==> config.mk <==
export PLATFORM = sky130hd
export DESIGN_NAME = psf_filter
export DESIGN_NICKNAME = d
export VERILOG_FILES = /design/src/psf_pkg.sv /design/src/psf_rec_if.sv /design/src/psf_rec_writer.sv /design/src/psf_filter.sv
export SDC_FILE = /design/constraint.sdc
export NUM_CORES = 1
export LEC_CHECK = 0
export BUFFER_PORTS_ARGS = -buffer_cell sky130_fd_sc_hd__buf_2
export CAP_MARGIN = 25
export CORE_ASPECT_RATIO = 0.7
export CORE_MARGIN = 3
export CORE_UTILIZATION = 55
export DETAILED_ROUTE_END_ITERATION = 7
export PLACE_DENSITY = 0.85
export SETUP_SLACK_MARGIN = 0.02
export SLEW_MARGIN = 0
export SYNTH_ARGS = -nofsm -noshare
export SYNTH_HDL_FRONTEND = slang
export SYNTH_HIERARCHICAL = 1
export SYNTH_SLANG_ARGS = --single-unit
==> constraint.sdc <==
create_clock -name sys_clk -period 6.8 [get_ports sys_clk]
set_input_delay 1.36 -clock sys_clk [delete_from_list [all_inputs] [get_ports sys_clk]]
set_output_delay 1.36 -clock sys_clk [all_outputs]
set_load 0.03 [all_outputs]
==> src/psf_pkg.sv <==
// constants and types for the precise sample and off-core filter block
package psf_pkg;
  localparam logic [31:0] MSR_FILTER0_ADDR = 32'h0000_01A6;
  localparam logic [31:0] MSR_FILTER1_ADDR = 32'h0000_01A7;
  localparam logic [63:0] FILTER_RESET = 64'h0000_0000_0000_0000;
  localparam int REQ_LSB = 0;
  localparam int REQ_MSB = 15;
  localparam int SUPP_LSB = 16;
  localparam int SUPP_MSB = 30;
  localparam int SNOOP_LSB = 31;
  localparam int SNOOP_MSB = 37;
  localparam int REQ_DEMAND_READ = 0;
  localparam int REQ_DEMAND_OWN = 1;
  localparam int REQ_MOD_WB = 3;
  localparam int REQ_MID_PF_READ = 7;
  localparam int REQ_MID_PF_OWN = 8;
  localparam int REQ_L1_PF = 10;
  localparam int REQ_STREAM_ST = 11;
  localparam int REQ_CLEAN_WB = 12;
  localparam int REQ_OTHER = 15;
  localparam int SUPP_ANY = 16;
  localparam int SUPP_UNKNOWN = 17;
  localparam int SUPP_L3_MOD = 18;
  localparam int SUPP_L3_EXCL = 19;
  localparam int SUPP_L3_SHARED = 20;
  localparam int SUPP_FOURTH_LEVEL_HIT_MATCH = 22;
  localparam int SUPP_LOCAL_DRAM = 26;
  localparam int SUPP_L4_SUPERLINE = 27;
  localparam logic [7:0] REC_OFS_COUNTER = 8'h90;
  localparam logic [7:0] REC_OFS_ADDR = 8'h98;
  localparam logic [7:0] REC_OFS_STATUS = 8'hA0;
  localparam logic [7:0] REC_OFS_ZERO = 8'hA8;
  localparam int STATUS_HIT_BIT = 0;
  localparam logic [7:0] EVT_INST = 8'hC0;
  localparam logic [7:0] EVT_ASSIST = 8'hC1;
  localparam logic [7:0] EVT_BRANCH = 8'hC4;
  localparam logic [7:0] EVT_MISP = 8'hC5;
  localparam logic [7:0] EVT_HLE = 8'hC8;
  localparam logic [7:0] EVT_RTM = 8'hC9;
  localparam logic [7:0] EVT_MEM_INST = 8'hD0;
  localparam logic [7:0] EVT_LOAD_SRC = 8'hD1;
  localparam logic [7:0] EVT_LOAD_SNOOP = 8'hD2;
  localparam logic [7:0] EVT_UOPS_RETIRED = 8'hC2;
  localparam logic [7:0] UM_UOPS_ALL = 8'h01;
  localparam logic [7:0] UM_STLB_STORE = 8'h12;
  localparam logic [7:0] UM_SPLIT_STORE = 8'h42;
  localparam logic [7:0] UM_ALL_STORES = 8'h82;
  localparam int LOAD_UOPS = 4;
  typedef logic [63:0] psf_word_t;
endpackage

==> src/psf_rec_if.sv <==
// carrier between the filter core and the sample record writer
`timescale 1ns/10ps
interface psf_rec_if;
  logic start;
  logic profile_en;
  logic [1:0] counter_idx;
  logic [63:0] lin_addr;
  logic store_hit;
  logic hit_valid;
  logic busy;
  modport core (output start, output profile_en, output counter_idx, output lin_addr, output store_hit,
    output hit_valid, input busy);
  modport writer (input start, input profile_en, input counter_idx, input lin_addr, input store_hit,
    input hit_valid, output busy);
endinterface

==> src/psf_rec_writer.sv <==
// writes sample record entry 90H, then with profiling enabled entries 98H to A8H, one per cycle
`timescale 1ns/10ps
module psf_rec_writer
  import psf_pkg::*;
(
  input wire logic sys_clk,
  input wire logic rst,
  psf_rec_if.writer rec,
  output logic rec_valid,
  output logic [7:0] rec_offset,
  output psf_pkg::psf_word_t rec_data
);
  typedef enum logic [2:0] {PSF_IDLE, PSF_W_CNT, PSF_W_ADDR, PSF_W_STAT, PSF_W_ZERO} psf_wstate_t;
  psf_wstate_t state_r, state_nxt;
  logic [1:0] idx_r, idx_nxt;
  logic [63:0] addr_r, addr_nxt;
  logic hit_r, hit_nxt;
  logic prof_r, prof_nxt;
  logic valid_nxt;
  logic [7:0] ofs_nxt;
  psf_word_t data_nxt;

  always_comb begin
    state_nxt = state_r;
    idx_nxt = idx_r;
    addr_nxt = addr_r;
    hit_nxt = hit_r;
    prof_nxt = prof_r;
    valid_nxt = 1'b0;
    ofs_nxt = rec_offset;
    data_nxt = rec_data;
    case (state_r)
      PSF_IDLE: begin
        if (rec.start) begin
          idx_nxt = rec.counter_idx;
          addr_nxt = rec.lin_addr;
          hit_nxt = rec.store_hit & rec.hit_valid;
          prof_nxt = rec.profile_en;
          state_nxt = PSF_W_CNT;
        end
      end
      PSF_W_CNT: begin
        valid_nxt = 1'b1;
        ofs_nxt = REC_OFS_COUNTER;
        data_nxt = {62'h0, idx_r};
        state_nxt = prof_r ? PSF_W_ADDR : PSF_IDLE;
      end
      PSF_W_ADDR: begin
        valid_nxt = 1'b1;
        ofs_nxt = REC_OFS_ADDR;
        data_nxt = addr_r;
        state_nxt = PSF_W_STAT;
      end
      PSF_W_STAT: begin
        valid_nxt = 1'b1;
        ofs_nxt = REC_OFS_STATUS;
        data_nxt = 64'h0000_0000_0000_0000;
        data_nxt[STATUS_HIT_BIT] = hit_r;
        state_nxt = PSF_W_ZERO;
      end
      PSF_W_ZERO: begin
        valid_nxt = 1'b1;
        ofs_nxt = REC_OFS_ZERO;
        data_nxt = 64'h0000_0000_0000_0000;
        state_nxt = PSF_IDLE;
      end
      default: begin
        state_nxt = PSF_IDLE;
      end
    endcase
  end

  always_ff @(posedge sys_clk) begin
    if (rst) begin
      state_r <= PSF_IDLE;
      idx_r <= 2'h0;
      addr_r <= 64'h0000_0000_0000_0000;
      hit_r <= 1'b0;
      prof_r <= 1'b0;
      rec_valid <= 1'b0;
      rec_offset <= 8'h00;
      rec_data <= 64'h0000_0000_0000_0000;
    end else begin
      state_r <= state_nxt;
      idx_r <= idx_nxt;
      addr_r <= addr_nxt;
      hit_r <= hit_nxt;
      prof_r <= prof_nxt;
      rec_valid <= valid_nxt;
      rec_offset <= ofs_nxt;
      rec_data <= data_nxt;
    end
  end

  assign rec.busy = (state_r != PSF_IDLE);
endmodule

==> src/psf_filter.sv <==
// precise sample qualifier, off-core response filter registers and matcher
`timescale 1ns/10ps
module psf_filter
  import psf_pkg::*;
(
  input wire logic sys_clk,
  input wire logic rst,
  input wire logic msr_wr_en,
  input wire logic msr_rd_en,
  input wire logic [31:0] msr_addr,
  input wire psf_pkg::psf_word_t msr_wdata,
  output psf_pkg::psf_word_t msr_rdata,
  output logic msr_rd_valid,
  output logic msr_addr_err,
  input wire logic data_address_profiling_en,
  input wire logic smp_valid,
  input wire logic [7:0] smp_event_select,
  input wire logic [7:0] smp_umask,
  input wire logic [1:0] smp_counter_idx,
  input wire logic [63:0] smp_lin_addr,
  input wire logic smp_first_level_store_hit,
  input wire logic [psf_pkg::LOAD_UOPS-1:0] smp_load_uop_cond,
  output logic precise_event_sampling_count,
  output logic precise_event_sampling_refused,
  input wire logic ocr_valid,
  input wire logic ocr_cfg_sel,
  input wire logic [15:0] ocr_req_type,
  input wire logic [14:0] ocr_supplier,
  output logic ocr_match,
  output logic rec_valid,
  output logic [7:0] rec_offset,
  output psf_pkg::psf_word_t rec_data
);
  import psf_pkg::*;

  psf_rec_if rec ();

  // table of pairs that may use precise sampling
  function automatic logic precise_pair_ok(input logic [7:0] es, input logic [7:0] um);
    logic ok;
    ok = 1'b0;
    case (es)
      EVT_INST: ok = (um == 8'h01);
      EVT_ASSIST: ok = (um == 8'h01);
      EVT_BRANCH: ok = (um == 8'h01) || (um == 8'h02) || (um == 8'h04) || (um == 8'h08) ||
        (um == 8'h20) || (um == 8'h40);
      EVT_MISP: ok = (um == 8'h01) || (um == 8'h04) || (um == 8'h20);
      EVT_HLE: ok = (um == 8'h04);
      EVT_RTM: ok = (um == 8'h04);
      EVT_MEM_INST: ok = (um == 8'h11) || (um == 8'h12) || (um == 8'h21) || (um == 8'h41) ||
        (um == 8'h42) || (um == 8'h81) || (um == 8'h82);
      EVT_LOAD_SRC: ok = (um == 8'h01) || (um == 8'h02) || (um == 8'h04) || (um == 8'h08) ||
        (um == 8'h10) || (um == 8'h20) || (um == 8'h40);
      EVT_LOAD_SNOOP: ok = (um == 8'h01) || (um == 8'h02) || (um == 8'h04) || (um == 8'h08);
      default: ok = 1'b0;
    endcase
    return ok;
  endfunction

  // events whose count depends on load micro-op conditions
  function automatic logic load_qualified(input logic [7:0] es);
    return (es == EVT_MEM_INST) || (es == EVT_LOAD_SRC) || (es == EVT_LOAD_SNOOP);
  endfunction

  // store events for which the first-level hit bit means something
  function automatic logic store_hit_valid(input logic [7:0] es, input logic [7:0] um);
    return ((es == EVT_UOPS_RETIRED) && (um == UM_UOPS_ALL)) ||
      ((es == EVT_MEM_INST) && ((um == UM_STLB_STORE) || (um == UM_SPLIT_STORE) || (um == UM_ALL_STORES)));
  endfunction

  // bits that hold storage; reserved positions read back zero
  function automatic psf_word_t writable_mask();
    psf_word_t m;
    m = 64'h0000_0000_0000_0000;
    m[REQ_DEMAND_READ] = 1'b1;
    m[REQ_DEMAND_OWN] = 1'b1;
    m[REQ_MOD_WB] = 1'b1;
    m[REQ_CLEAN_WB] = 1'b1;
    m[REQ_MID_PF_READ] = 1'b1;
    m[REQ_MID_PF_OWN] = 1'b1;
    m[REQ_L1_PF] = 1'b1;
    m[REQ_STREAM_ST] = 1'b1;
    m[REQ_OTHER] = 1'b1;
    m[SUPP_ANY] = 1'b1;
    m[SUPP_UNKNOWN] = 1'b1;
    m[SUPP_L3_MOD] = 1'b1;
    m[SUPP_L3_EXCL] = 1'b1;
    m[SUPP_L3_SHARED] = 1'b1;
    m[SUPP_FOURTH_LEVEL_HIT_MATCH] = 1'b1;
    m[SUPP_LOCAL_DRAM] = 1'b1;
    m[SUPP_L4_SUPERLINE] = 1'b1;
    m[SNOOP_MSB:SNOOP_LSB] = 7'h7F;
    return m;
  endfunction

  // filter configuration registers and register port
  psf_word_t cfg0_r, cfg0_nxt;
  psf_word_t cfg1_r, cfg1_nxt;
  psf_word_t rdata_nxt;
  logic rd_valid_nxt;
  logic addr_err_nxt;
  logic hit0;
  logic hit1;

  always_comb begin
    hit0 = (msr_addr == MSR_FILTER0_ADDR);
    hit1 = (msr_addr == MSR_FILTER1_ADDR);
    cfg0_nxt = cfg0_r;
    cfg1_nxt = cfg1_r;
    rdata_nxt = msr_rdata;
    rd_valid_nxt = 1'b0;
    addr_err_nxt = 1'b0;
    if (msr_wr_en) begin
      if (hit0) begin
        cfg0_nxt = msr_wdata & writable_mask();
      end else if (hit1) begin
        cfg1_nxt = msr_wdata & writable_mask();
      end else begin
        addr_err_nxt = 1'b1;
      end
    end else if (msr_rd_en) begin
      rd_valid_nxt = 1'b1;
      if (hit0) begin
        rdata_nxt = cfg0_r;
      end else if (hit1) begin
        rdata_nxt = cfg1_r;
      end else begin
        rdata_nxt = 64'h0000_0000_0000_0000;
        addr_err_nxt = 1'b1;
      end
    end
  end

  always_ff @(posedge sys_clk) begin
    if (rst) begin
      cfg0_r <= FILTER_RESET;
      cfg1_r <= FILTER_RESET;
      msr_rdata <= 64'h0000_0000_0000_0000;
      msr_rd_valid <= 1'b0;
      msr_addr_err <= 1'b0;
    end else begin
      cfg0_r <= cfg0_nxt;
      cfg1_r <= cfg1_nxt;
      msr_rdata <= rdata_nxt;
      msr_rd_valid <= rd_valid_nxt;
      msr_addr_err <= addr_err_nxt;
    end
  end

  // off-core response matcher
  psf_word_t cfg_sel;
  logic req_hit;
  logic supp_hit;
  logic match_nxt;

  always_comb begin
    cfg_sel = ocr_cfg_sel ? cfg1_r : cfg0_r;
    req_hit = |(cfg_sel[REQ_MSB:REQ_LSB] & ocr_req_type);
    supp_hit = cfg_sel[SUPP_ANY] | (|(cfg_sel[SUPP_MSB:SUPP_LSB] & ocr_supplier));
    match_nxt = ocr_valid & req_hit & supp_hit;
  end

  always_ff @(posedge sys_clk) begin
    if (rst) begin
      ocr_match <= 1'b0;
    end else begin
      ocr_match <= match_nxt;
    end
  end

  // precise sample qualification and record launch
  logic pair_ok;
  logic cond_ok;
  logic count_nxt;
  logic refused_nxt;
  logic start_nxt;
  logic start_r;
  logic prof_r;
  logic [1:0] idx_r;
  logic [63:0] addr_r;
  logic hit_r;
  logic hit_valid_r;

  always_comb begin
    pair_ok = precise_pair_ok(smp_event_select, smp_umask);
    cond_ok = !load_qualified(smp_event_select) || (|smp_load_uop_cond);
    count_nxt = smp_valid & pair_ok & cond_ok;
    start_nxt = count_nxt & !rec.busy & !start_r;
    refused_nxt = smp_valid & !(pair_ok & cond_ok & !rec.busy & !start_r);
  end

  always_ff @(posedge sys_clk) begin
    if (rst) begin
      precise_event_sampling_count <= 1'b0;
      precise_event_sampling_refused <= 1'b0;
      start_r <= 1'b0;
      prof_r <= 1'b0;
      idx_r <= 2'h0;
      addr_r <= 64'h0000_0000_0000_0000;
      hit_r <= 1'b0;
      hit_valid_r <= 1'b0;
    end else begin
      precise_event_sampling_count <= count_nxt;
      precise_event_sampling_refused <= refused_nxt;
      start_r <= start_nxt;
      if (start_nxt) begin
        prof_r <= data_address_profiling_en;
        idx_r <= smp_counter_idx;
        addr_r <= smp_lin_addr;
        hit_r <= smp_first_level_store_hit;
        hit_valid_r <= store_hit_valid(smp_event_select, smp_umask);
      end
    end
  end

  assign rec.start = start_r;
  assign rec.profile_en = prof_r;
  assign rec.counter_idx = idx_r;
  assign rec.lin_addr = addr_r;
  assign rec.store_hit = hit_r;
  assign rec.hit_valid = hit_valid_r;

  psf_rec_writer u_writer (
    .sys_clk(sys_clk),
    .rst(rst),
    .rec(rec),
    .rec_valid(rec_valid),
    .rec_offset(rec_offset),
    .rec_data(rec_data)
  );
endmodule

## Word-level counts from Yosys, hierarchy flattened

Cells that the tools add are included.

| cells by class | value |
|---|---|
| equal/unequal tests | 31 |
| bitwise logic cells | 16 |
| muxes and demuxes | 15 |
| reductions and logical operators | 42 |

Operator list:

| cell | count |
|---|---|
| $pmux 64 s4 | 1 |
| $eq 8x8->1 const B | 12 |
| $mux 38 | 2 |
| $eq 32x9->1 const B | 2 |
| $pmux 8 s4 | 1 |
| $mux 28 | 1 |
| $eq 8x5->1 const B | 3 |
| $eq 8x7->1 const B | 3 |
| $logic_or 1x1->1 | 22 |
| $and 16x16->16 | 1 |
| $eq 8x6->1 const B | 2 |
| $reduce_or 16->1 | 1 |
| $and 12x15->15 | 1 |
| $reduce_or 15->1 | 1 |
| $pmux 3 s4 | 1 |
| $and 1x1->1 | 11 |
| $eq 8x1->1 const B | 1 |
| $eq 8x2->1 const B | 1 |
| $eq 8x3->1 const B | 1 |
| $eq 8x4->1 const B | 1 |
| $reduce_or 4->1 | 2 |
| $pmux 1 s7 | 1 |
| $eq 3x2->1 const B | 2 |
| $mux 1 | 6 |
| 15 further kinds | 24 |

| word-level totals | value |
|---|---|
| register bits | 331 |
| input bits | 222 |
| output and inout port bits | 142 |

## Depth between registers and ports, before layout

Gate-level depths: netlist of run 1.

| depth | value |
|---|---|
| depth in word-level cells | 13 |
| gate-level depth with buffers | 10 |
| gate-level depth less buffers | 6 |

## Cells and area by module

Netlist of run 1, hierarchy kept.

By module, submodules not included:

| module | times used | sequential area each (um^2) | cells each | area each (um^2) |
|---|---|---|---|---|
| psf_filter | 1 | 2942.8 | 773 | 6666.4 |
| psf_rec_writer | 1 | 2802.7 | 497 | 4738.3 |

## Least setup slack after synthesis of run 1

Ideal clock, no wire load.

| timing path | value |
|---|---|
| path kind | input -> register |
| from | input smp_umask[2] |
| to | register addr_r[57] (netlist name) |
| data arrival time | 3410 ps |
| slack | 3319 ps |
| buffers on the path | 4 |
| stages | 10 |
| path through | buf_6 -> or4b_4 -> or3b_4 -> a2111oi_4 -> or4_1 -> buf_6 -> buf_8 -> buf_6 -> nand3_1 -> a21oi_1 |

RTL lines:

| item | RTL line | text |
|---|---|---|
| start: declaration | psf_filter.sv:18 | `input wire logic [7:0] smp_umask,` |

==> results by group, run 1 <==
Floorplan
  • Die Y-Extent: 126 um
  • Io pins: 364
  • DIE AREA: 0.0225 mm^2
  • Die width: 178 um
  • Number of cell rows: 43
  • Initial Utilization: 56.8%
  • Core Box Area: 0.0201 mm^2

Worst setup path
  • WP data arrival: 4570 ps
  • CP max stage cell: or4_2
  • R2R Path Start: u_writer/state_r[0]$_SDFFE_PP0P_
  • Startpoint types: primary input
  • CP Max Fanout: 35
  • Critical path class: in2reg
  • Reg-to-Reg End: addr_r[20]$_SDFFE_PP0P_
  • Worst-path cell chain: buf_2 > nor4bb_1 > nand4_1 > a2111oi_0 > or4_2 > buf_4 > nand3_1 > a21oi_1
  • CP required: 7230 ps
  • R2r worst-path depth: 6
  • R2r setup slk: 4180 ps
  • Worst path top cell family by delay: simple AND/OR/NAND/NOR gates
  • CP Capture Type: register
  • Crit path largest cell delay: 730 ps
  • Crit path buffers/inverters: 2

Finish
  • Inserted Diodes: 0
  • # fillers: 1637
  • # nets final: 1686
  • Design area: 0.0134 mm^2
  • Commonest non-fill, non-tap cell in the layout: dfxtp_1
  • Most frequent cells in the layout: dfxtp_1, buf_2, a21oi_1, nand2_1, nor2_1
  • Synthesis-to-finish area growth: 17.8%
  • Share of cells above drive strength 1: 23.1%

Min path
  • Hold path start: addr_r[3]$_SDFFE_PP0P_
  • Hold Path Class: reg2reg
  • Worst hold endpoint: u_writer/addr_r[3]$_SDFFE_PP0P_
  • Hold Crit Depth: 2

STA
  • Slew Limit Fails: 0
  • # setup viols final: 0
  • Worst Max-Slew Pin Slew: 962 ps
  • Fmax achieved: 0.242 GHz
  • PnR worst setup slack: 2670 ps
  • Slew headroom: 35.9%
  • RSZ-0062 raised after global routing: no
  • Final hold violation count: 0
  • Period utilization: 60.8%
  • Tmin final: 4130 ps
  • Worst Skew: 15.6 ps
  • TNS Setup: 0 ps

GRT
  • Total global-route track usage: 25.5%
  • Gr ovfl total: 0
  • Vias in the first global route: 9466
  • Antenna violations before repair: 1
  • First-pass GRT wire length: 47700 um
  • Largest net degree at the start of global routing: 116

Yosys
  • Flops & latches, synth: 287
  • Synth top area cells: dfxtp_1, a21oi_1, mux2i_1, nand2_1, a22o_1
  • Post-Synth XOR/XNOR Area: 0.307%
  • Synth Instances: 1270
  • Main combinational cell family by area after synthesis: compound AO/OA/AOI/OAI gates
  • Area leader, netlist: dfxtp_1
  • Post-Syn Area: 0.0114 mm^2
  • Ys async rst share: 0%
  • Ys Warns: 6
  • Mapped Avg Cell Area: 8.98 um^2
  • Mux share of post-synthesis cell area: 7.68%
  • Complex-gate fraction of the synthesized area: 18.1%
  • Sequential area share after synthesis: 50.4%
  • Synth Area in Adders: 0%
  • Post-synth top flop: dfxtp_1
  • Post-synthesis simple-gate area fraction: 15.6%
  • Distinct cell type count after synthesis: 58
  • Synth top area share: 50.4%
  • EDFF count, synth: 0

Routing
  • DR iter-0 viols: 866
  • DRC: 0
  • Routed wire length: 30100 um
  • Vias per std cell: 5.70
  • Via count: 9998
  • Avg WL per Cell: 17.2 um
  • Pre-Repair DR Iteration Count: 5
  • Final antenna-violating net count: 0

Power and ir drop
  • Cell Pwr Density: 256 mW/mm^2
  • Total power: 0.00344 W
  • Leakage power: 5.52 nW
  • Peak supply drop: 0.219 mV

Clock network
  • Cts hold-fix bufs: 0
  • Post-CTS sizing: 0
  • CTS H-tree depth: 1
  • CTS tree: yes
  • Root Buffer: clkbuf_16
  • Clk buf depth: 3
  • Clk sinks: 287
  • Total setup buffers inserted after CTS: 0
  • CTS Buf Count: 26
  • Reg clk slew, reported paths: 70 ps
  • Worst-skew pair later-pin latency: 520 ps

Run status
  • Outcome: complete, no violations

Place
  • Port buffer count: 264
  • Placer congestion estimate: 0.855
  • Setup slack after placement: 2200 ps
  • Post-DP HPWL: 18900 um
  • Placed cell areas: 0.0125 mm^2

Run
  • Max cap viols: 0
==> worst min-delay path, cell delays in order, from the launching register on <==
cell     delay (ps)
dfxtp_1         310
nand2_1          50
a21oi_1          50
==> cell usage after synthesis, types with 2 or more instances <==
master / number
buf_6: 14
nor4_1: 11
buf_4: 45
mux2i_1: 74
nand3_1: 71
dfxtp_1: 287
a2111oi_0: 4
nand2b_1: 4
nor3b_1: 2
or4_1: 2
buf_2: 13
nor2b_1: 4
nand2_1: 148
nor4bb_1: 4
a22oi_1: 6
or3_1: 2
xor2_1: 3
nor4b_1: 5
mux2_2: 12
nor3_1: 8
o21ai_0: 77
nor2_1: 114
and3b_1: 3
nand4_1: 3
conb_1: 2
nor4b_2: 2
clkbuf_1: 78
o211ai_1: 4
inv_1: 6
a22o_1: 63
a31oi_1: 2
a21oi_1: 171
==> final cells by class <==
type	instances	area [um^2]	area share, %
flip-flops and latches	287	5750	42.8
multi-input cells	866	4940	36.7
repair buffers	277	1450	10.8
clock buffers	39	781	5.81
well taps	270	338	2.51
clock inverters	8	165	1.23
inverters	6	22.5	0.168
==> how the worst max path moves through the flow <==
stage                        start                       to  slack, ps  cells after the start
2_1_floorplan         smp_umask[2]  addr_r[57]$_SDFFE_PP0P_       3320                     10
3_3_place_gp          smp_umask[5]  addr_r[47]$_SDFFE_PP0P_       2310                      8
3_5_place_dp          smp_umask[5]  addr_r[42]$_SDFFE_PP0P_       2200                      8
4_1_cts        smp_event_select[1]  addr_r[46]$_SDFFE_PP0P_       2700                      8
5_1_grt               smp_umask[5]  addr_r[46]$_SDFFE_PP0P_       2400                      8
6_report       smp_event_select[1]  addr_r[46]$_SDFFE_PP0P_       2670                      8
==> metal layers <==
layer	global-route usage [%]	routed length, um	up-vias	part of all wire [%]
li1	-	-	4734	-
met1	34.7	13100	4789	43
met2	41.4	14000	422	46
met3	5.21	2450	51	8.1
met4	6.83	600	2	2.0
met5	0	7	-	0.023
==> cell families (layout without fill, tap and decap cells) <==
group                  count (synthesis)  count (layout)
flip-flops                           287             287
other                                  2              44
buffers and inverters                159             330
AO/OA/AOI/OAI                        341             341
multiplexers                          86              86
XOR/XNOR                               4               4
AND/OR/NAND/NOR                      391             391
==> through the flow <==
step	util [%]	instances	hold slack, ps
finish	66.9	1753	437
global route	66.9	1753	465
CTS	66.8	1752	442
detailed placement	62.1	1705	440
global placement	62.1	1705	433
floorplan	-	1312	428
==> registers in the layout, summed over array words and instances, names as in the netlist, 2 cells and up <==
name                 flops
addr_r                  64
cfg0_r                  24
cfg1_r                  24
idx_r                    2
msr_rdata               24
u_writer/addr_r         64
u_writer/idx_r           2
u_writer/rec_data       64
u_writer/rec_offset      4
u_writer/state_r         3
==> power breakdown <==
group	switching, W	internal (W)	leakage (nW)
clock network	0.000612	0.000981	0.465
registers	0.000000186	0.00168	2.31
logic	0.000110	0.0000523	2.75
total	0.000722	0.00271	5.52
Power figures use the tool's default switching activity.
==> run 2, diff against run 1 <==
--- a/config.mk
+++ b/config.mk
@@ -5,13 +5,14 @@
 export SDC_FILE = /design/constraint.sdc
 export NUM_CORES = 1
 export LEC_CHECK = 0
+export ABC_AREA = 1
 export BUFFER_PORTS_ARGS = -buffer_cell sky130_fd_sc_hd__buf_2
 export CAP_MARGIN = 25
 export CORE_ASPECT_RATIO = 0.7
 export CORE_MARGIN = 3
-export CORE_UTILIZATION = 55
+export CORE_UTILIZATION = 52
 export DETAILED_ROUTE_END_ITERATION = 7
-export PLACE_DENSITY = 0.85
+export PLACE_DENSITY = 0.81
 export SETUP_SLACK_MARGIN = 0.02
 export SLEW_MARGIN = 0
 export SYNTH_ARGS = -nofsm -noshare
==> constraint.sdc (replaced) <==
create_clock -name sys_clk -period 4.2 [get_ports sys_clk]
set_input_delay 0.84 -clock sys_clk [delete_from_list [all_inputs] [get_ports sys_clk]]
set_output_delay 0.84 -clock sys_clk [all_outputs]
set_load 0.03 [all_outputs]
==> run 2 against run 1 <==
- final area increased by 5.4%
- routed wire length decreased by 0.66%
- synthesized cell count increased by 31%
- utilization decreased by 3.0 points
- setup slack got worse by 880 ps
- non-clock buffer count increased by 2
- critical path depth increased by 5
- clock skew decreased by 3.5 ps
- clock power increased by 60%
- register-to-register slack got worse by 2300 ps
- largest cell class unchanged
- count of clock-buffer cells in the layout decreased by 1
- power increased by 64%
==> results by group, run 2 <==
Run status
  • Outcome: complete, no violations

STA
  • Worst Skew: 12.0 ps (-3.55 ps)
  • Worst Max-Slew Pin Slew: 947 ps (-15.5 ps)
  • Tmin final: 2420 ps
  • Fmax achieved: 0.414 GHz
  • Slew Limit Fails: 0 (unchanged)
  • RSZ-0062 raised after global routing: no
  • Period utilization: 57.5%
  • Slew headroom: 36.9% (+1.0 points)
  • PnR worst setup slack: 1780 ps (-882 ps)
  • # setup viols final: 0 (unchanged)
  • Hold Slack: 442 ps (+4.90 ps)
  • Final hold violation count: 0 (unchanged)
  • TNS Setup: 0 ps (unchanged)

Floorplan
  • Number of cell rows: 45 (+4.7%)
  • Core Box Area: 0.0221 mm^2 (+10%)
  • Initial Utilization: 54.2% (-2.7 points)
  • Io pins: 364 (unchanged)
  • DIE AREA: 0.0249 mm^2 (+11%)
  • Die width: 187 um (+5.2%)
  • Die Y-Extent: 133 um (+5.2%)

Clock network
  • Cts hold-fix bufs: 0 (unchanged)
  • CTS Buf Count: 27 (+3.8%)
  • CTS H-tree depth: 1 (unchanged)
  • Clk buf depth: 3 (unchanged)
  • Post-CTS sizing: 0 (unchanged)
  • Worst-skew pair later-pin latency: 520 ps (about the same)
  • Reg clk slew, reported paths: 60 ps (about the same)
  • Total setup buffers inserted after CTS: 0 (unchanged)
  • CTS tree: yes
  • Clk sinks: 287 (unchanged)
  • Root Buffer: clkbuf_16

Min path
  • Hold Crit Depth: 2 (unchanged)
  • Hold path start: u_writer/rec_data[62]$_SDFFE_PP0P_
  • Hold Path Class: reg2reg
  • Worst hold endpoint: u_writer/rec_data[62]$_SDFFE_PP0P_

GRT
  • Gr ovfl total: 0 (unchanged)
  • Vias in the first global route: 9925 (+4.8%)
  • Total global-route track usage: 22.6% (-2.8 points)
  • Largest net degree at the start of global routing: 118 (+1.7%)
  • Antenna violations before repair: 4 (+3)
  • First-pass GRT wire length: 48100 um (+0.79%)

Worst setup path
  • Critical path class: in2reg
  • CP max stage cell: nand4_4
  • Crit path buffers/inverters: 3 (+1)
  • Worst-path cell chain: buf_2 > inv_2 > nand2_1 > nor2_1 > nand2_1 > nand3_1 > nand2_1 > and2_4 > nand3b_4 > nand4_4 > buf_12 > nor2_1 > nor2_1
  • Startpoint types: primary input
  • Stages on the worst setup path: 13 (+5)
  • CP required: 4610 ps (-2620 ps)
  • CP Max Fanout: 33 (-5.7%)
  • R2r setup slk: 1830 ps (-2350 ps)
  • Worst path top cell family by delay: simple AND/OR/NAND/NOR gates
  • CP Capture Type: register
  • WP data arrival: 2830 ps (-1740 ps)
  • Worst Setup SP: smp_event_select[1]
  • R2R Path Start: u_writer/state_r[0]$_SDFFE_PP0P_
  • R2r worst-path depth: 5 (-1)
  • Crit path largest cell delay: 400 ps (-330 ps)
  • Reg-to-Reg End: u_writer/addr_r[7]$_SDFFE_PP0P_

Yosys
  • Sequential area share after synthesis: 47.9% (-2.4 points)
  • Synth top area share: 47.9% (-2.4 points)
  • EDFF count, synth: 0 (unchanged)
  • Ys async rst share: 0% (unchanged)
  • Ys Warns: 6 (unchanged)
  • Post-synth top flop: dfxtp_1
  • Post-Syn Area: 0.0120 mm^2 (+5.1%)
  • Distinct cell type count after synthesis: 39 (-33%)
  • Mapped Avg Cell Area: 7.22 um^2 (-20%)
  • Most numerous cell in the Yosys netlist: nand2_1
  • Synth top area cells: dfxtp_1, nand2_1, nor2_1, inv_1, o21ai_0
  • Synth Instances: 1660 (+31%)
  • Flops & latches, synth: 287 (unchanged)
  • Most frequent cells after synthesis: nand2_1, dfxtp_1, nor2_1
  • Area leader, netlist: dfxtp_1

Finish
  • # fillers: 1956 (+19%)
  • Most frequent cells in the layout: nand2_1, dfxtp_1, buf_2, inv_1, nor2_1
  • Commonest non-fill, non-tap cell in the layout: nand2_1
  • Regs by FF count: addr_r x64, u_writer/addr_r x64, u_writer/rec_data x64
  • Share of cells above drive strength 1: 19.0% (-4.0 points)
  • Synthesis-to-finish area growth: 18.1%
  • # nets final: 2094 (+24%)
  • Final core utilization: 64.0% (-3.0 points)

Power and ir drop
  • Peak supply drop: 0.326 mV (+49%)
  • Leakage power: 7.11 nW (+29%)
  • Total power: 0.00564 W (+64%)
  • Cell Pwr Density: 398 mW/mm^2 (+56%)

Routing
  • Via count: 10761 (+7.6%)
  • Metal3 WL: 1990 um (-19%)
  • Uppermost layer routed: met5
  • Final antenna-violating net count: 0 (unchanged)
  • DRC: 0 (unchanged)
  • Avg WL per Cell: 13.6 um (-21%)
  • M1 WL: 13500 um (+3.1%)
  • DR iter-0 viols: 720 (-17%)
  • Pre-Repair DR Iteration Count: 5 (unchanged)
  • Vias per std cell: 4.90 (-14%)
  • Met2 WL: 13800 um (-1.4%)
  • Routed wire length: 29900 um (-0.66%)

Run
  • Max cap viols: 0 (unchanged)

Place
  • Post-DP HPWL: 19500 um (+3.3%)
  • Placer congestion estimate: 0.864 (+1.1%)
  • Setup slack after placement: 1250 ps (-953 ps)
  • Port buffer count: 264 (unchanged)
[run 2: changes by cell type in the layout (fill, tap and decap cells not counted), sizes merged, moves of 7 or more]
cell | before | now
nor2 | 114 | 220
a21oi | 172 | 95
inv | 6 | 220
a22o | 63 | 1
nand3 | 71 | 93
a211oi | 1 | 25
o21ai | 77 | 133
nand2 | 148 | 382
mux2 | 12 | 0
a31o | 0 | 23
nor4b | 7 | 0
mux2i | 74 | 0
[run 2: how the worst max path moves through the flow]
stage,endpoint
after detailed placement,addr_r[60]$_SDFFE_PP0P_
final,addr_r[60]$_SDFFE_PP0P_
after global routing,addr_r[36]$_SDFFE_PP0P_
after global placement,addr_r[24]$_SDFFE_PP0P_
after floorplan,addr_r[44]$_SDFFE_PP0P_
after CTS,addr_r[60]$_SDFFE_PP0P_
[run 2: power by group]
group	total (W)	internal [W]	switching (W)
logic	0.000340	0.000107	0.000232
registers	0.00274	0.00274	0.00000729
clock network	0.00255	0.00154	0.00101
total	0.00564	0.00439	0.00125
[run 2: kinds of logic after synthesis]
kind of cell / after synthesis / synth area share (%)
AO/OA/AOI/OAI: 287 / 13.5
buffers and inverters: 360 / 13.6
flip-flops: 287 / 47.9
other: 2 / 0.0627
AND/OR/NAND/NOR: 724 / 25.0
[run 2: final cells by class]
type	count	area (um^2)	area share (%)
diodes	1	2.50	0.0177
clock buffers	38	787	5.56
clock inverters	9	145	1.03
inverters	222	836	5.90
multi-input cells	1055	4790	33.8
flip-flops and latches	287	5750	40.6
well taps	305	382	2.70
repair buffers	279	1470	10.4
[run 2: routing by layer]
layer	up-vias	track usage, %
met5	-	0
met4	6	5.41
met3	53	4.69
met2	334	38.3
met1	4838	29.9
li1	5530	-
[run 2: worst reg2reg max path, cell delays in order, from the launching register on]
cell and delay [ps]:
dfxtp_1 400, nor2_4 220, nand3_4 710, buf_4 620, o21ai_0 260, a21oi_1 60
[run 2: metrics by stage]
stage | area, um^2 | instances
floorplan | 12100 | 1702
global placement | 13200 | 2146
detailed placement | 13200 | 2147
CTS | 14100 | 2194
global route | 14200 | 2196
finish | 14200 | 2196
==> run 3, diff against run 2 <==
--- a/config.mk
+++ b/config.mk
@@ -5,14 +5,14 @@
 export SDC_FILE = /design/constraint.sdc
 export NUM_CORES = 1
 export LEC_CHECK = 0
-export ABC_AREA = 1
+export ABC_AREA = 0
 export BUFFER_PORTS_ARGS = -buffer_cell sky130_fd_sc_hd__buf_2
 export CAP_MARGIN = 25
 export CORE_ASPECT_RATIO = 0.7
 export CORE_MARGIN = 3
-export CORE_UTILIZATION = 52
+export CORE_UTILIZATION = 51
 export DETAILED_ROUTE_END_ITERATION = 7
-export PLACE_DENSITY = 0.81
+export PLACE_DENSITY = 0.8
 export SETUP_SLACK_MARGIN = 0.02
 export SLEW_MARGIN = 0
 export SYNTH_ARGS = -nofsm -noshare
==> constraint.sdc (replaced) <==
create_clock -name sys_clk -period 2.27 [get_ports sys_clk]
set_input_delay 0.454 -clock sys_clk [delete_from_list [all_inputs] [get_ports sys_clk]]
set_output_delay 0.454 -clock sys_clk [all_outputs]
set_load 0.03 [all_outputs]
==> run 3 against run 2 <==
- utilization decreased by 0.58 points
- final area decreased by 2.2%
- setup slack got worse by 1700 ps
- final cell count decreased by 18%
- count of clock-buffer cells in the layout decreased by 2
- worst hold slack got worse by 260 ps
- critical path depth decreased by 5
==> results by group, run 3 (synthesis results as in run 1) <==
Finish
  • Share of cells above drive strength 1: 25.4% (+6.3 points)
  • # fillers: 1879 (-3.9%)
  • # nets final: 1723 (-18%)
  • Design area: 0.0138 mm^2 (-2.2%)
  • Regs by FF count: addr_r x64, u_writer/addr_r x64, u_writer/rec_data x64
  • Synthesis-to-finish area growth: 21.4%
  • Most frequent cells in the layout: dfxtp_1, buf_2, a21oi_1, nand2_1, nor2_1
  • Commonest non-fill, non-tap cell in the layout: dfxtp_1
  • Fin cells: 1804 (-18%)

Worst setup path
  • Crit path largest cell delay: 530 ps (+130 ps)
  • CP required: 2700 ps (-1910 ps)
  • WP data arrival: 2640 ps (-190 ps)
  • CP Max Fanout: 15 (-55%)
  • Critical path class: in2reg
  • CP Capture Type: register
  • CP max stage cell: or4b_4
  • Worst-path cell chain: buf_2 > or4b_4 > or3b_4 > a2111oi_4 > or4_4 > buf_6 > nand3_1 > a21oi_1
  • R2r setup slk: 240 ps (-1590 ps)
  • Reg-to-Reg End: addr_r[39]$_SDFFE_PP0P_
  • R2r worst-path depth: 6 (+1)
  • R2R Path Start: u_writer/state_r[0]$_SDFFE_PP0P_
  • Startpoint types: primary input

Min path
  • Worst hold endpoint: addr_r[47]$_SDFFE_PP0P_
  • Hold path start: smp_lin_addr[47]
  • Hold Crit Depth: 3 (+1)
  • Hold Path Class: in2reg

Power and ir drop
  • Leakage power: 5.73 nW (-19%)
  • Peak supply drop: 0.541 mV (+66%)
  • Seq pwr share: 49.7% (+1.0 points)
  • P_int: 0.00792 W (+81%)
  • Net Sw Power: 0.00223 W (+78%)
  • Gate power share: 5.1% (-0.9 points)
  • Clock network power share: 45.2% (about the same)
  • Cell Pwr Density: 733 mW/mm^2 (+84%)
  • Total power: 0.0101 W (+80%)
  • Sw Ratio: 22.0% (-0.21 points)

GRT
  • Largest net degree at the start of global routing: 84 (-29%)
  • Total global-route track usage: 23.3% (+0.65 points)
  • First-pass GRT wire length: 47200 um (-1.7%)
  • Gr ovfl total: 0 (unchanged)
  • Antenna violations before repair: 5 (+1)
  • Vias in the first global route: 9331 (-6.0%)

Clock network
  • Cts hold-fix bufs: 0 (unchanged)
  • Root Buffer: clkbuf_16
  • CTS H-tree depth: 1 (unchanged)
  • CTS Buf Count: 27 (unchanged)
  • Clk sinks: 287 (unchanged)
  • Reg clk slew, reported paths: 60 ps (about the same)
  • CTS tree: yes
  • Clk buf depth: 3 (unchanged)
  • Worst-skew pair later-pin latency: 530 ps (about the same)

Floorplan
  • Number of cell rows: 45 (unchanged)
  • Die width: 185 um (-1.4%)
  • Core Box Area: 0.0218 mm^2 (-1.3%)
  • DIE AREA: 0.0242 mm^2 (-2.9%)
  • Die Y-Extent: 131 um (-1.4%)
  • Initial Utilization: 52.2% (-2.0 points)
  • Io pins: 364 (unchanged)

STA
  • # setup viols final: 0 (unchanged)
  • Tmin final: 2210 ps
  • Slew Limit Fails: 0 (unchanged)
  • Period utilization: 97.2%
  • RSZ-0062 raised after global routing: yes
  • Final hold violation count: 0 (unchanged)
  • Fmax achieved: 0.453 GHz
  • Worst Skew: 9.33 ps (-2.70 ps)
  • Worst Max-Slew Pin Slew: 874 ps (-72.3 ps)
  • Slew headroom: 41.7% (+4.8 points)

Run status
  • Outcome: complete, no violations

Routing
  • Routed wire length: 30300 um (+1.5%)
  • Avg WL per Cell: 16.8 um (+24%)
  • Vias per std cell: 5.50 (+12%)
  • Via count: 9923 (-7.8%)
  • DRC: 0 (unchanged)
  • Pre-Repair DR Iteration Count: 7 (+2)
  • DR iter-0 viols: 691 (-4.0%)
  • Final antenna-violating net count: 0 (unchanged)

Run
  • Max cap viols: 0 (unchanged)

Place
  • Post-DP HPWL: 19500 um (+0.23%)
  • Placed cell areas: 0.0129 mm^2 (-2.4%)
  • Dpl cells: 1752 (-18%)
  • Port buffer count: 264 (unchanged)
  • Placer congestion estimate: 0.871 (+0.83%)
run 3: cell types whose count changed in the layout (fill, tap and decap cells not counted), moves of 23 or more:
cell / previous run / this run
buf_4: 13 / 36
nor2_1: 209 / 114
a22o_1: 1 / 63
a21oi_1: 95 / 168
mux2i_1: 0 / 74
nand2_1: 380 / 148
inv_1: 209 / 6
o21ai_0: 132 / 76
a211oi_1: 25 / 1
run 3: stage by stage:
step | TNS (ps) | setup WS (ps) | util, % | hold slack [ps]
floorplan | -15230 | -243 | - | 428
global placement | -26050 | -406 | 58.9 | 433
detailed placement | -27760 | -443 | 58.9 | 439
CTS | 0 | 72.5 | 63.1 | 158
global route | 0 | 12.7 | 63.4 | 157
finish | 0 | 63.9 | 63.4 | 177
run 3: layout make-up:
type	count	area [um^2]	share of cell area, %
clock inverters	13	154	1.11
well taps	282	353	2.55
diodes	1	2.50	0.0181
inverters	6	22.5	0.163
repair buffers	313	1850	13.4
flip-flops and latches	287	5750	41.5
clock buffers	36	759	5.48
multi-input cells	866	4960	35.8
run 3: worst max-delay path: cells and delay by family:
kind            cells  cell delay (ps)
buf+inv             2              280
compound gates      2              580
simple gates        4             1320
run 3: worst max-delay path by stage:
stage                                    to  slack (ps)          from  depth (start not counted)
finish              addr_r[16]$_SDFFE_PP0P_          60  smp_umask[1]                          8
global route        addr_r[39]$_SDFFE_PP0P_          10  smp_umask[1]                          8
CTS                 addr_r[51]$_SDFFE_PP0P_          70  smp_umask[1]                          8
detailed placement  addr_r[39]$_SDFFE_PP0P_        -440  smp_umask[1]                          8
global placement    addr_r[39]$_SDFFE_PP0P_        -410  smp_umask[1]                          8
floorplan           addr_r[57]$_SDFFE_PP0P_        -240  smp_umask[2]                         10
run 3: timing repair:
action | in CTS | in global routing
resized for setup | 0 | 8
endpoints found under the setup margin | 0 | 68
setup buffers | 0 | 1
hold endpoints to repair | 0 | 0
run 3: per-layer routing:
layer  GRT usage, %  vias to the layer above  routed length, um
met3           4.54                       61               2340
met1           33.9                     4670              13800
met4           5.75                       10                670
met2           35.7                      372              13400
li1               -                     4810                  -
met5              0                        -                 62
run 3: power by group through the flow:
stage | Clock [W] | Combinational, W | Sequential [W]
after floorplan | 0 | 0.000330 | 0.00516
after global placement | 0 | 0.000505 | 0.00515
after detailed placement | 0 | 0.000509 | 0.00515
after CTS | 0.00466 | 0.000512 | 0.00504
after global routing | 0.00488 | 0.000559 | 0.00503
final | 0.00459 | 0.000521 | 0.00504
